[config.mk]
export PLATFORM = sky130hd
export DESIGN_NAME = i2cab_core
export DESIGN_NICKNAME = d
export VERILOG_FILES = /design/src/i2cab_pkg.sv /design/src/i2cab_core.sv
export VERILOG_INCLUDE_DIRS = /design/src /design/src/src
export SDC_FILE = /design/constraint.sdc
export NUM_CORES = 1
export LEC_CHECK = 0
export ABC_AREA = 1
export ABC_CLOCK_PERIOD_IN_PS = 2700
export BUFFER_PORTS_ARGS = -buffer_cell sky130_fd_sc_hd__buf_2
export CAP_MARGIN = 5
export CORE_UTILIZATION = 30
export DETAILED_ROUTE_END_ITERATION = 10
export GPL_ROUTABILITY_DRIVEN = 1
export PLACE_DENSITY_LB_ADDON = 0.15
export SLEW_MARGIN = 20
export SYNTH_ARGS = -nofsm -noshare
export SYNTH_HDL_FRONTEND = slang
export SYNTH_SLANG_ARGS = --single-unit
[constraint.sdc]
create_clock -name sys_clk -period 2.7 [get_ports sys_clk]
set_input_delay 0.405 -clock sys_clk [delete_from_list [all_inputs] [get_ports sys_clk]]
set_output_delay 0.405 -clock sys_clk [all_outputs]
set_load 0.02 [all_outputs]
[src/i2cab_defs.svh]
`ifndef I2CAB_DEFS_SVH
`define I2CAB_DEFS_SVH

// Byte addresses of the registers on the processor bus.
`define I2CAB_ADDR_ABORT      32'h5000_1380
`define I2CAB_ADDR_DMA_CR     32'h5000_1388
`define I2CAB_ADDR_DMA_TDL    32'h5000_138C
`define I2CAB_ADDR_DMA_RDL    32'h5000_1390
`define I2CAB_ADDR_CTRL       32'h5000_13C0
`define I2CAB_ADDR_ABORT_CLR  32'h5000_13C4

// Abort cause bit positions.
`define I2CAB_B_SEVENBIT_NACK  0
`define I2CAB_B_TENBIT1_NACK   1
`define I2CAB_B_TENBIT2_NACK   2
`define I2CAB_B_DATA_NACK      3
`define I2CAB_B_GCALL_NACK     4
`define I2CAB_B_GCALL_READ     5
`define I2CAB_B_HS_ACKED       6
`define I2CAB_B_SBYTE_ACKED    7
`define I2CAB_B_HS_NORESTART   8
`define I2CAB_B_SBYTE_NORESTRT 9
`define I2CAB_B_TENBIT_RD_NORS 10
`define I2CAB_B_MASTER_DIS     11
`define I2CAB_B_ARBITRATION_LOST_FLAG       12
`define I2CAB_B_SLV_FLUSH      13
`define I2CAB_B_SLV_BUS_LOST   14

// DMA control fields.
`define I2CAB_B_RX_DMA_EN      0
`define I2CAB_B_TX_DMA_EN      1

// Control register fields.
`define I2CAB_B_MASTER_EN      0
`define I2CAB_B_RESTART_ALLOW  1
`define I2CAB_B_TENBIT_MODE    2
`define I2CAB_B_HS_MODE        3
`define I2CAB_B_CMD_SEL_A      4
`define I2CAB_B_GC_OR_SB_SEL   5
`define I2CAB_B_ABORT_CLR      0

// Reset values.
`define I2CAB_RST_ABORT        15'h0000
`define I2CAB_RST_DMA_CR       2'h0
`define I2CAB_RST_WM           5'h00
`define I2CAB_RST_CTRL         6'h00

`define I2CAB_REG_W            16
`define I2CAB_BUS_W            32
`define I2CAB_BE_W             4

`endif

[src/i2cab_pkg.sv]
`default_nettype none
package i2cab_pkg;

  // Per-cycle strobes and levels from the master and slave engines.
  typedef struct packed {
    logic master_start_req;
    logic master_read_req;
    logic master_tx_pending;
    logic addr_nack;
    logic addr1_nack;
    logic addr2_nack;
    logic data_nack;
    logic addr_acked;
    logic gcall_sent;
    logic next_cmd_read;
    logic gcall_nack;
    logic sbyte_ack;
    logic hs_ack;
    logic slave_read_req;
    logic master_tx_active;
    logic slave_tx_active;
    logic tx_bit;
  } i2cab_engine_t;

  typedef struct packed {
    logic gc_or_sb_sel;
    logic cmd_sel_a;
    logic hs_mode;
    logic tenbit_mode;
    logic restart_allow;
    logic master_en;
  } i2cab_ctrl_t;

  typedef enum logic [1:0] {
    I2CAB_BUS_IDLE,
    I2CAB_BUS_ANSWER
  } i2cab_bus_state_t;

endpackage
`default_nettype wire

[src/i2cab_core.sv]
// Notes on behaviour
// - Slave losing bus while transmitting sets bits 14 and 12 together.
// - At each SCL rise while sending, sampled SDA must match sent bit.
// - Slave read with stale TX data: set bit 13, interrupt, flush.
// - Bit 12 marks master arbitration loss, or slave loss when 14 set.
// - Master and slave abort flags are recorded independently.
// - Master start attempted while master mode disabled sets bit 11.
// - Ten-bit read without repeated start allowed sets bit 10.
// - START byte request without repeated start allowed sets bit 9.
// - Bit 9 clears one cycle then re-sets if its cause persists.
// - High-speed transfer without repeated start allowed sets bit 8.
// - Acknowledged START byte sets bit 7.
// - Acknowledged high-speed master code sets bit 6.
// - General call followed by a queued read command sets bit 5.
// - General call with no acknowledge sets bit 4.
// - Master data byte unacknowledged after acknowledged address sets bit 3.
// - Ten-bit mode, second address byte not acknowledged sets bit 2.
// - Ten-bit mode, first address byte not acknowledged sets bit 1.
// - Seven-bit mode, address not acknowledged sets bit 0.
// - DMA control holds transmit enable bit 1, receive enable bit 0.
// - TX DMA request when enabled and TX level at or below watermark.
// - RX DMA request when enabled and RX level reaches watermark plus one.
//
// Added by the designer: the Avalon-MM slave port.
`default_nettype none
`include "i2cab_defs.svh"

module i2cab_core #(
  parameter int LVL_W = 6,
  parameter int WM_W  = 5
) (
  input  wire logic                        sys_clk,
  input  wire logic                        reset,
  input  wire logic [`I2CAB_BUS_W-1:0]     avs_address,
  input  wire logic                        avs_read,
  input  wire logic                        avs_write,
  input  wire logic [`I2CAB_BUS_W-1:0]     avs_writedata,
  input  wire logic [`I2CAB_BE_W-1:0]      avs_byteenable,
  output logic      [`I2CAB_BUS_W-1:0]     avs_readdata,
  output logic                             avs_waitrequest,
  input  wire logic                        scl_pin,
  input  wire logic                        sda_pin,
  input  wire i2cab_pkg::i2cab_engine_t    engine,
  input  wire logic [LVL_W-1:0]            tx_fifo_level,
  input  wire logic [LVL_W-1:0]            rx_fifo_level,
  output logic                             transmit_abort_irq,
  output logic                             slave_tx_flush,
  output logic                             master_bus_lost,
  output logic                             slave_bus_lost,
  output logic                             dma_tx_req,
  output logic                             dma_rx_req
);

  // Address compare, used by both the read mux and the write decode.
  // The full byte address is compared, so aliases never decode.
  function automatic logic addr_is(
    input logic [`I2CAB_BUS_W-1:0] a,
    input logic [`I2CAB_BUS_W-1:0] target
  );
    return a == target;
  endfunction

  // Watermark widened to the FIFO level width.
  // Widening first keeps the level compares free of silent truncation.
  function automatic logic [LVL_W-1:0] wm_ext(input logic [WM_W-1:0] wm);
    return LVL_W'(wm);
  endfunction

  // Pin synchronisers and SCL edge finder.
  // The pins are asynchronous to sys_clk, so two flops settle them first.
  // Everything resets to the pulled-up idle level, so that leaving reset
  // on an idle bus never shows a false SCL rise.
  logic scl_m_q;
  logic scl_m_d;
  logic scl_s_q;
  logic scl_s_d;
  logic scl_p_q;
  logic scl_p_d;
  logic sda_m_q;
  logic sda_m_d;
  logic sda_s_q;
  logic sda_s_d;
  logic scl_rise;

  always_comb begin
    scl_m_d = scl_pin;
    scl_s_d = scl_m_q;
    scl_p_d = scl_s_q;
    sda_m_d = sda_pin;
    sda_s_d = sda_m_q;
  end

  always_ff @(posedge sys_clk or posedge reset) begin
    if (reset) begin
      scl_m_q <= 1'b1;
      scl_s_q <= 1'b1;
      scl_p_q <= 1'b1;
      sda_m_q <= 1'b1;
      sda_s_q <= 1'b1;
    end else begin
      scl_m_q <= scl_m_d;
      scl_s_q <= scl_s_d;
      scl_p_q <= scl_p_d;
      sda_m_q <= sda_m_d;
      sda_s_q <= sda_s_d;
    end
  end

  // Only the settled second stage and the third stage feed the edge
  // finder; the first stage may still be metastable.
  // The rise is seen two clock edges after the pin goes high.
  assign scl_rise = scl_s_q & ~scl_p_q;

  // Bus slave: one wait cycle, then the answer and the write together.
  // Read data are captured on the edge that takes the request, so they
  // stand through the whole cycle in which waitrequest is low.
  // Every access costs at least two cycles; that is traded for a
  // registered waitrequest and registered read data.
  i2cab_pkg::i2cab_bus_state_t bus_st_q, bus_st_d;
  logic                    wait_q, wait_d;
  logic [`I2CAB_BUS_W-1:0] rdata_q, rdata_d;
  logic [`I2CAB_BUS_W-1:0] rmux;
  logic                    wr_take;
  logic                    lane0;

  // Software-visible state.
  // Only bits 14:0 of the abort cause are kept; bit 15 reads zero.
  logic [1:0]            dma_cr_q, dma_cr_d;
  logic [WM_W-1:0]       tdl_q, tdl_d;
  logic [WM_W-1:0]       rdl_q, rdl_d;
  i2cab_pkg::i2cab_ctrl_t ctrl_q, ctrl_d;
  logic [14:0]           abort_q, abort_d;
  logic                  clr_req;

  assign wr_take = (bus_st_q == i2cab_pkg::I2CAB_BUS_ANSWER) && avs_write;
  assign lane0   = avs_byteenable[0];

  // Read mux. Unmapped addresses and the unused upper bits read zero,
  // so software may mask nothing when it reads a narrow register.
  always_comb begin
    rmux = '0;
    if (addr_is(avs_address, `I2CAB_ADDR_ABORT)) begin
      rmux[14:0] = abort_q;
    end else if (addr_is(avs_address, `I2CAB_ADDR_DMA_CR)) begin
      rmux[1:0] = dma_cr_q;
    end else if (addr_is(avs_address, `I2CAB_ADDR_DMA_TDL)) begin
      rmux[WM_W-1:0] = tdl_q;
    end else if (addr_is(avs_address, `I2CAB_ADDR_DMA_RDL)) begin
      rmux[WM_W-1:0] = rdl_q;
    end else if (addr_is(avs_address, `I2CAB_ADDR_CTRL)) begin
      rmux[5:0] = ctrl_q;
    end
  end

  // The answer state lasts one cycle; the master must release after it.
  always_comb begin
    bus_st_d = bus_st_q;
    wait_d   = wait_q;
    rdata_d  = rdata_q;
    case (bus_st_q)
      i2cab_pkg::I2CAB_BUS_IDLE: begin
        if (avs_read || avs_write) begin
          bus_st_d = i2cab_pkg::I2CAB_BUS_ANSWER;
          wait_d   = 1'b0;
          rdata_d  = avs_read ? rmux : '0;
        end
      end
      i2cab_pkg::I2CAB_BUS_ANSWER: begin
        bus_st_d = i2cab_pkg::I2CAB_BUS_IDLE;
        wait_d   = 1'b1;
      end
      default: begin
        bus_st_d = i2cab_pkg::I2CAB_BUS_IDLE;
        wait_d   = 1'b1;
      end
    endcase
  end

  always_ff @(posedge sys_clk or posedge reset) begin
    if (reset) begin
      bus_st_q <= i2cab_pkg::I2CAB_BUS_IDLE;
      wait_q   <= 1'b1;
      rdata_q  <= '0;
    end else begin
      bus_st_q <= bus_st_d;
      wait_q   <= wait_d;
      rdata_q  <= rdata_d;
    end
  end

  assign avs_waitrequest = wait_q;
  assign avs_readdata    = rdata_q;

  // Configuration registers; unmapped writes fall through untouched.
  // Every field lives in byte lane 0, so a write whose lane 0 is not
  // enabled changes nothing at all.
  always_comb begin
    dma_cr_d = dma_cr_q;
    tdl_d    = tdl_q;
    rdl_d    = rdl_q;
    ctrl_d   = ctrl_q;
    clr_req  = 1'b0;
    if (wr_take && lane0) begin
      if (addr_is(avs_address, `I2CAB_ADDR_DMA_CR)) begin
        dma_cr_d = avs_writedata[1:0];
      end else if (addr_is(avs_address, `I2CAB_ADDR_DMA_TDL)) begin
        tdl_d = avs_writedata[WM_W-1:0];
      end else if (addr_is(avs_address, `I2CAB_ADDR_DMA_RDL)) begin
        rdl_d = avs_writedata[WM_W-1:0];
      end else if (addr_is(avs_address, `I2CAB_ADDR_CTRL)) begin
        ctrl_d = avs_writedata[5:0];
      end else if (addr_is(avs_address, `I2CAB_ADDR_ABORT_CLR)) begin
        clr_req = avs_writedata[`I2CAB_B_ABORT_CLR];
      end
    end
  end

  always_ff @(posedge sys_clk or posedge reset) begin
    if (reset) begin
      dma_cr_q <= `I2CAB_RST_DMA_CR;
      tdl_q    <= `I2CAB_RST_WM;
      rdl_q    <= `I2CAB_RST_WM;
      ctrl_q   <= `I2CAB_RST_CTRL;
    end else begin
      dma_cr_q <= dma_cr_d;
      tdl_q    <= tdl_d;
      rdl_q    <= rdl_d;
      ctrl_q   <= ctrl_d;
    end
  end

  // Abort cause collection.
  logic [14:0] set_v;
  logic        lost_m;
  logic        lost_s;
  logic        stale_rd;
  logic        sb_cause;
  logic        irq_d;
  logic        irq_q;
  logic        flush_d;
  logic        flush_q;
  logic        mlost_d;
  logic        mlost_q;
  logic        slost_d;
  logic        slost_q;

  // Only the engine that is driving SDA can lose the bus on a bit.
  // Both roles compare against the same tx_bit; the engines guarantee
  // that only one of them drives SDA in any bit slot.
  // The pulses tell the engines to stop driving at once.
  assign lost_m = scl_rise && engine.master_tx_active &&
                  (sda_s_q != engine.tx_bit);
  assign lost_s = scl_rise && engine.slave_tx_active &&
                  (sda_s_q != engine.tx_bit);
  // A stale read flushes the transmit FIFO through slave_tx_flush; the
  // interrupt tells software why the queued bytes vanished.
  // The START byte cause is a level, so it persists until fixed.
  assign stale_rd = engine.slave_read_req && (tx_fifo_level != '0);
  assign sb_cause = engine.master_tx_pending && !ctrl_q.restart_allow &&
                    ctrl_q.cmd_sel_a && ctrl_q.gc_or_sb_sel;

  // Each cause sets its own bit, except that both bus losses set bit 12, so master and slave causes can coexist.
  // Mode qualifiers come from the control register, not from the
  // engines, so a wrongly flagged strobe in the other mode is ignored.
  // The level causes set their bit in every cycle that they hold.
  always_comb begin
    set_v = '0;
    set_v[`I2CAB_B_SLV_BUS_LOST] = lost_s;
    set_v[`I2CAB_B_ARBITRATION_LOST_FLAG]     = lost_m | lost_s;
    set_v[`I2CAB_B_SLV_FLUSH]    = stale_rd;
    set_v[`I2CAB_B_MASTER_DIS]   = engine.master_start_req &&
                                   !ctrl_q.master_en;
    set_v[`I2CAB_B_TENBIT_RD_NORS] = engine.master_read_req &&
                                     ctrl_q.tenbit_mode &&
                                     !ctrl_q.restart_allow;
    set_v[`I2CAB_B_SBYTE_NORESTRT] = sb_cause;
    set_v[`I2CAB_B_HS_NORESTART] = engine.master_tx_pending &&
                                   ctrl_q.hs_mode &&
                                   !ctrl_q.restart_allow;
    set_v[`I2CAB_B_SBYTE_ACKED]  = engine.sbyte_ack;
    set_v[`I2CAB_B_HS_ACKED]     = engine.hs_ack && ctrl_q.hs_mode;
    set_v[`I2CAB_B_GCALL_READ]   = engine.gcall_sent &&
                                   engine.next_cmd_read;
    set_v[`I2CAB_B_GCALL_NACK]   = engine.gcall_nack;
    set_v[`I2CAB_B_DATA_NACK]    = engine.data_nack &&
                                   engine.addr_acked;
    set_v[`I2CAB_B_TENBIT2_NACK] = engine.addr2_nack &&
                                   ctrl_q.tenbit_mode;
    set_v[`I2CAB_B_TENBIT1_NACK] = engine.addr1_nack &&
                                   ctrl_q.tenbit_mode;
    set_v[`I2CAB_B_SEVENBIT_NACK] = engine.addr_nack &&
                                    !ctrl_q.tenbit_mode;
  end

  // A clear of bit 9 wins for one cycle even while its cause persists;
  // every other bit keeps an event that lands on the clear cycle.
  // Losing an abort cause to a badly timed clear would hide a failed
  // transfer from software, so set wins there.
  always_comb begin
    abort_d = abort_q | set_v;
    if (clr_req) begin
      abort_d = set_v;
      abort_d[`I2CAB_B_SBYTE_NORESTRT] = 1'b0;
    end
    irq_d   = stale_rd;
    flush_d = stale_rd;
    mlost_d = lost_m;
    slost_d = lost_s;
  end

  always_ff @(posedge sys_clk or posedge reset) begin
    if (reset) begin
      abort_q <= `I2CAB_RST_ABORT;
      irq_q   <= 1'b0;
      flush_q <= 1'b0;
      mlost_q <= 1'b0;
      slost_q <= 1'b0;
    end else begin
      abort_q <= abort_d;
      irq_q   <= irq_d;
      flush_q <= flush_d;
      mlost_q <= mlost_d;
      slost_q <= slost_d;
    end
  end

  // All outputs come straight from flops, so downstream logic sees
  // clean single-cycle pulses.
  assign transmit_abort_irq = irq_q;
  assign slave_tx_flush     = flush_q;
  assign master_bus_lost    = mlost_q;
  assign slave_bus_lost     = slost_q;

  // DMA request lines follow the FIFO levels with one cycle of latency.
  // The latency is traded for registered outputs; the DMA controller
  // may see one request too many and must tolerate that.
  // The receive sum is one bit wider, so a watermark of 31 cannot wrap.
  logic dtx_d;
  logic dtx_q;
  logic drx_d;
  logic drx_q;

  always_comb begin
    dtx_d = dma_cr_q[`I2CAB_B_TX_DMA_EN] &&
            (tx_fifo_level <= wm_ext(tdl_q));
    drx_d = dma_cr_q[`I2CAB_B_RX_DMA_EN] &&
            ({1'b0, rx_fifo_level} >=
             ({1'b0, wm_ext(rdl_q)} + (LVL_W+1)'(1)));
  end

  always_ff @(posedge sys_clk or posedge reset) begin
    if (reset) begin
      dtx_q <= 1'b0;
      drx_q <= 1'b0;
    end else begin
      dtx_q <= dtx_d;
      drx_q <= drx_d;
    end
  end

  assign dma_tx_req = dtx_q;
  assign dma_rx_req = drx_q;

endmodule
`default_nettype wire

==> flow_summary.json, run 1 <==
{
  "via_count": 2825,
  "critPathMaxFanout": 5,
  "totalWireLength_mm": 7.710,
  "finalCriticalPeriod_ps": 1773,
  "async_reset_ff_frac": 1.000,
  "place.port_buffers": 95,
  "vdd_ir_drop_max_uv": 263.6,
  "h-tree-depth": 3,
  "holdWs_ps": 133.5,
  "p_per_area_nw_per_um2": 477.2,
  "worstPathCellList": "ha_1 -> nand3_1 -> xor2_1 -> ha_1 -> nand2_1 -> inv_1 -> o211ai_1 -> o2111ai_1 -> nand2_1 -> inv_1",
  "postPlaceCellArea_sq_um": 3935,
  "antenna_found_initial": 0,
  "grt_pass1_vias": 2698,
  "clk_path_buf_depth": 2,
  "synth_edf_count": 0,
  "die_h_um": 107.9,
  "cts_sinks": 60,
  "grt_util_all_layers": 0.1430,
  "drc": 0,
  "hold_viol": 0,
  "clkLatencyLatePin_ps": 340,
  "worstPathRequired_ps": 2940,
  "crit_path_start_kind": "flop",
  "syn_avg_cell_area_sq_um": 8.229,
  "grt_pass1_wl_mm": 12.74,
  "initial_core_util": 0.3091,
  "setup.worst_path.class": "reg2reg",
  "path_buf_inv": 2,
  "antenna_left": 0,
  "synthFlopType": "dfrtp_1",
  "crit_arrival_ps": 2010,
  "area.growth.synth_to_final_pct": 23.12,
  "cpMaxStageDelayCell": "dfrtp_1",
  "slew_viol_final": 0,
  "tns_ps": 0,
  "ys_ff_latch": 60,
  "outcome": "complete, no violations",
  "grt-ovfl-total": 0,
  "core-area_sq_um": 10890,
  "max_freq_mhz": 564.0,
  "final_util": 0.3806,
  "synth.distinct_cells": 36,
  "ff2ff_setup_slack_ps": 930,
  "die_area_sq_um": 11650,
  "postCtsSetupBuffers": 0,
  "fin_area_sq_um": 4144,
  "tightest_slew_ps": 601.0,
  "drt_iter0_drc": 126,
  "min_period_over_period": 0.6567,
  "setup_viol": 0,
  "insertedDiodeCount": 0,
  "cts_hold_buffers": 0,
  "rsz0062_at_grt": "no",
  "worstSetupEndpointType": "flop",
  "syn-cell-area_sq_um": 3366,
  "via_per_inst": 4.306,
  "ios": 142,
  "drive_above_1_share": 0.2907,
  "globalplace.congestion": 0.7655,
  "leakagePower_nw": 2.328,
  "cts-root-buf": "clkbuf_8",
  "fin_worst_skew_ps": 8.125,
  "grt_start_max_net_pins": 35,
  "cts_buffers": 9,
  "cp_top_family": "adder cells",
  "cts.repair.resized": 0,
  "cts_tree": "built",
  "dr.pass1.iters": 4,
  "wl_per_cell_um": 11.75,
  "die_w_um": 107.9,
  "slowest_delay_ps": 450,
  "slew_headroom": 0.5988,
  "yosysWarnings": 0,
  "ys_seq_area_frac": 0.4483,
  "dp.cells": 640,
  "final_common_cell": "buf_2",
  "final_nets": 626,
  "dp.final_hpwl_mm": 6.049,
  "mostFrequentLayoutCells": "buf_2, nand2_1, inv_1",
  "final_cells": 656,
  "clkTransAtPathRegs_ps": 70,
  "maxCapViolations": 0,
  "std_cell_rows": 38,
  "synthCells": 409,
  "hold_path_class": "in2async"
}
## power by group
group	internal, mW	switching [mW]
combinational	0.0720	0.129
sequential	0.914	0.00457
clock	0.517	0.341
## layout make-up
cell class	count	area (sq um)
fillers	1166	6744
well taps	140	175.2
repair buffers	98	510.5
flip-flops and latches	60	1509
clock inverters	5	77.57
clock buffers	11	131.4
multi-input cells	270	1468
inverters	72	272.8
## worst paths after layout
kind,start,end,cells after the start
worst max-delay path,rdl_q[0],dma_rx_req,10
worst min-delay path,reset,avs_readdata[10],2
worst max register to register,rdl_q[0],dma_rx_req,10
worst min register to register,scl_m_q,scl_p_d,0
max in group asynchronous,reset,scl_m_q,3
min in group sys_clk,sda_pin,sda_m_q,1
## metrics by stage
stage / total power, mW / worst slack, ps
after floorplan: 1.064 / 820.2
after global placement: 1.135 / 914.0
after detailed placement: 1.140 / 883.7
after CTS: 2.006 / 908.7
after global routing: 2.076 / 763.1
final: 1.978 / 926.8
## cell families after synthesis
| group | synth area share |
|---|---|
| adder cells (fa/ha/maj) | 0.04461 |
| buffers and inverters | 0.1335 |
| AO/OA/AOI/OAI | 0.1201 |
| flip-flops | 0.4483 |
| AND/OR/NAND/NOR | 0.2446 |
| other | 0.001114 |
| XOR/XNOR | 0.007808 |
## flip-flops by register name, summed over array words and instances (netlist names), 2 cells and up
name,cells
tdl_q,5
ctrl_q,6
dma_cr_q,2
avs_readdata,15
rdl_q,5
abort_q,15
## per-layer routing
layer / GRT usage / up-vias / routed length [um]
li1: - / 1462 / -
met1: 0.1863 / 1289 / 3590
met2: 0.2376 / 70 / 3705
met3: 0.03692 / 4 / 376
met4: 0.03229 / 0 / 37
met5: 0 / - / 0
## synth_stat cells, drive strengths merged (2+ instances only)
master | number | area, sq um
inv | 72 | 272.8
o21bai | 2 | 22.52
nor2 | 50 | 212.7
nand3 | 20 | 100.1
dfrtp | 54 | 1351
nor3 | 3 | 37.53
nand4 | 4 | 25.02
o21ai | 30 | 187.7
xor2 | 2 | 17.52
ha | 12 | 150.1
o22ai | 2 | 25.02
nor4 | 2 | 27.53
nand2 | 101 | 406.6
dfstp | 6 | 157.7
buf | 21 | 168.9
a21oi | 9 | 45.04
a32o | 9 | 90.09
clkbuf | 2 | 7.510
(Power assumes the default switching activity.)
==> inputs of run 2 (changes only) <==
--- a/config.mk
+++ b/config.mk
@@ -7,7 +7,7 @@
 export NUM_CORES = 1
 export LEC_CHECK = 0
 export ABC_AREA = 1
-export ABC_CLOCK_PERIOD_IN_PS = 2700
+export ABC_CLOCK_PERIOD_IN_PS = 1400
 export BUFFER_PORTS_ARGS = -buffer_cell sky130_fd_sc_hd__buf_2
 export CAP_MARGIN = 5
 export CORE_UTILIZATION = 30
==> constraint.sdc (replaced) <==
create_clock -name sys_clk -period 1.4 [get_ports sys_clk]
set_input_delay 0.21 -clock sys_clk [delete_from_list [all_inputs] [get_ports sys_clk]]
set_output_delay 0.21 -clock sys_clk [all_outputs]
set_load 0.02 [all_outputs]
==> run 2 against run 1 <==
  * Worst hold slack got worse by 94 ps
  * Via count rose by 3.7%
  * Utilization rose by 2.1 points
  * Combinational power rose by 110%
  * Cell area rose by 5.6%
  * Clock power rose by 64%
  * Final cell count rose by 3.8%
  * Clock-buffer cell count rose by 1
  * The run now ends with negative setup slack left
  * Flip-flop and latch count did not move
  * Maximum frequency rose by 7.1%
  * Routed wire length rose by 4.2%
==> flow_summary.json, run 2 (synthesis gave the netlist of run 1 again) <==
{
  "drc": 0,
  "clkTransAtPathRegs_ps": 70,
  "final.setup.worst_slack_ps": -255.1,
  "slew_viol_final": 0,
  "clkLatencyLatePin_ps": 340,
  "cts-root-buf": "clkbuf_8",
  "cts_tree": "built",
  "h-tree-depth": 3,
  "antenna_left": 0,
  "die_area_sq_um": 11650,
  "initial_core_util": 0.3091,
  "use_met3": 0.03269,
  "r2r_start": "rdl_q[1]",
  "postPlaceCellArea_sq_um": 4099,
  "fin_area_sq_um": 4375,
  "hold_viol": 0,
  "clk_path_buf_depth": 2,
  "min_period_over_period": 1.182,
  "finalCriticalPeriod_ps": 1655,
  "critPathMaxFanout": 3,
  "power_mw": 3.607,
  "drt_iter0_drc": 107,
  "vdd_ir_drop_max_uv": 402.9,
  "mostFrequentLayoutCells": "buf_2, nand2_1, inv_1",
  "p_per_area_nw_per_um2": 824.4,
  "r2r-end": "dma_rx_req",
  "place.port_buffers": 95,
  "cpMaxStageDelayCell": "dfrtp_1",
  "final_nets": 651,
  "hold_end": "dma_tx_req",
  "maxCapViolations": 0,
  "area.growth.synth_to_final_pct": 30.00,
  "use_met2": 0.2537,
  "hold_path_class": "in2reg",
  "via_count": 2929,
  "tns_ps": -255.1,
  "die_h_um": 107.9,
  "setup_viol": 1,
  "grt_start_max_net_pins": 47,
  "wl_per_cell_um": 11.80,
  "r2r_cells": 10,
  "cp_top_family": "adder cells",
  "crit_path_start_kind": "flop",
  "path_buf_inv": 2,
  "worstPathCellList": "ha_2 -> nand3_2 -> xor2_1 -> ha_1 -> nand2_1 -> inv_1 -> o211ai_1 -> o2111ai_1 -> nand2_1 -> inv_1",
  "cts_buffers": 9,
  "fin_worst_skew_ps": 9.914,
  "grt_util_all_layers": 0.1474,
  "min_from": "tx_fifo_level[5]",
  "grt_pass1_wl_mm": 13.10,
  "final_common_cell": "buf_2",
  "ios": 142,
  "crit_arrival_ps": 1890,
  "slowest_delay_ps": 380,
  "leakagePower_nw": 2.445,
  "dp.final_hpwl_mm": 6.297,
  "final_util": 0.4019,
  "violations": "negative setup slack",
  "globalplace.congestion": 0.7594,
  "antenna_found_initial": 0,
  "core-area_sq_um": 10890,
  "top_usage_layer": "met2",
  "die_w_um": 107.9,
  "ff2ff_setup_slack_ps": -260,
  "min_path_cells": 2,
  "max_freq_mhz": 604.2,
  "cts_sinks": 60,
  "worstSetupEndpointType": "flop",
  "path_depth": 10,
  "via_per_inst": 4.301,
  "drive_above_1_share": 0.3309,
  "worstPathRequired_ps": 1640,
  "rsz0062_at_grt": "yes",
  "dr.pass1.iters": 4,
  "outcome": "finished with violations",
  "grt-ovfl-total": 0,
  "std_cell_rows": 38,
  "totalWireLength_mm": 8.033,
  "insertedDiodeCount": 0,
  "met1_usage": 0.1825,
  "setup.worst_path.class": "reg2reg",
  "grt_pass1_vias": 2868
}
run 2: report_power, final:
part | internal, mW | switching [mW] | leakage (nW)
combinational | 0.169 | 0.258 | 1.62
clock | 0.732 | 0.677 | 0.0884
sequential | 1.76 | 0.00890 | 0.740
total | 2.66 | 0.944 | 2.45
run 2: through the flow:
stage | setup WS [ps] | hold slack [ps] | instances
after floorplan | -156.8 | 214.5 | 425
after detailed placement | -255.4 | 285.6 | 656
after global placement | -199.7 | 286.2 | 656
after global routing | -343.9 | 33.22 | 681
final | -255.1 | 39.09 | 681
after CTS | -242.5 | 22.93 | 680
run 2: how the worst max path moves through the flow:
| stage | slack [ps] | endpoint | from |
|---|---|---|---|
| after CTS | -240 | dma_rx_req | rdl_q[1] |
| after detailed placement | -260 | dma_rx_req | rdl_q[0] |
| after global routing | -340 | dma_rx_req | rdl_q[1] |
| after floorplan | -160 | dma_rx_req | rdl_q[0] |
| after global placement | -200 | dma_rx_req | rdl_q[0] |
| final | -260 | dma_rx_req | rdl_q[1] |
run 2: layout make-up:
| type | count | area [sq um] |
|---|---|---|
| Sequential cell | 60 | 1509 |
| Clock buffer | 12 | 155.1 |
| Fill cell | 1151 | 6513 |
| Tap cell | 140 | 175.2 |
| Timing Repair Buffer | 123 | 743.2 |
| Multi-Input combinational cell | 270 | 1491 |
| Clock inverter | 4 | 25.02 |
| Inverter | 72 | 276.5 |
run 2: timing repair:
item | CTS | global route
resized for setup | 2 | 4
buffers inserted | 5 | 1
pin swaps | 5 | 4
hold endpoints to repair | 56 | 0
hold buffers | 3 | 0
setup endpoints to repair | 6 | 2
cloned | 0 | 0
run 2: layer usage:
layer,vias up,part of all wire
met4,0,0.013
met5,-,0
li1,1509,-
met2,67,0.49
met1,1342,0.45
met3,11,0.044
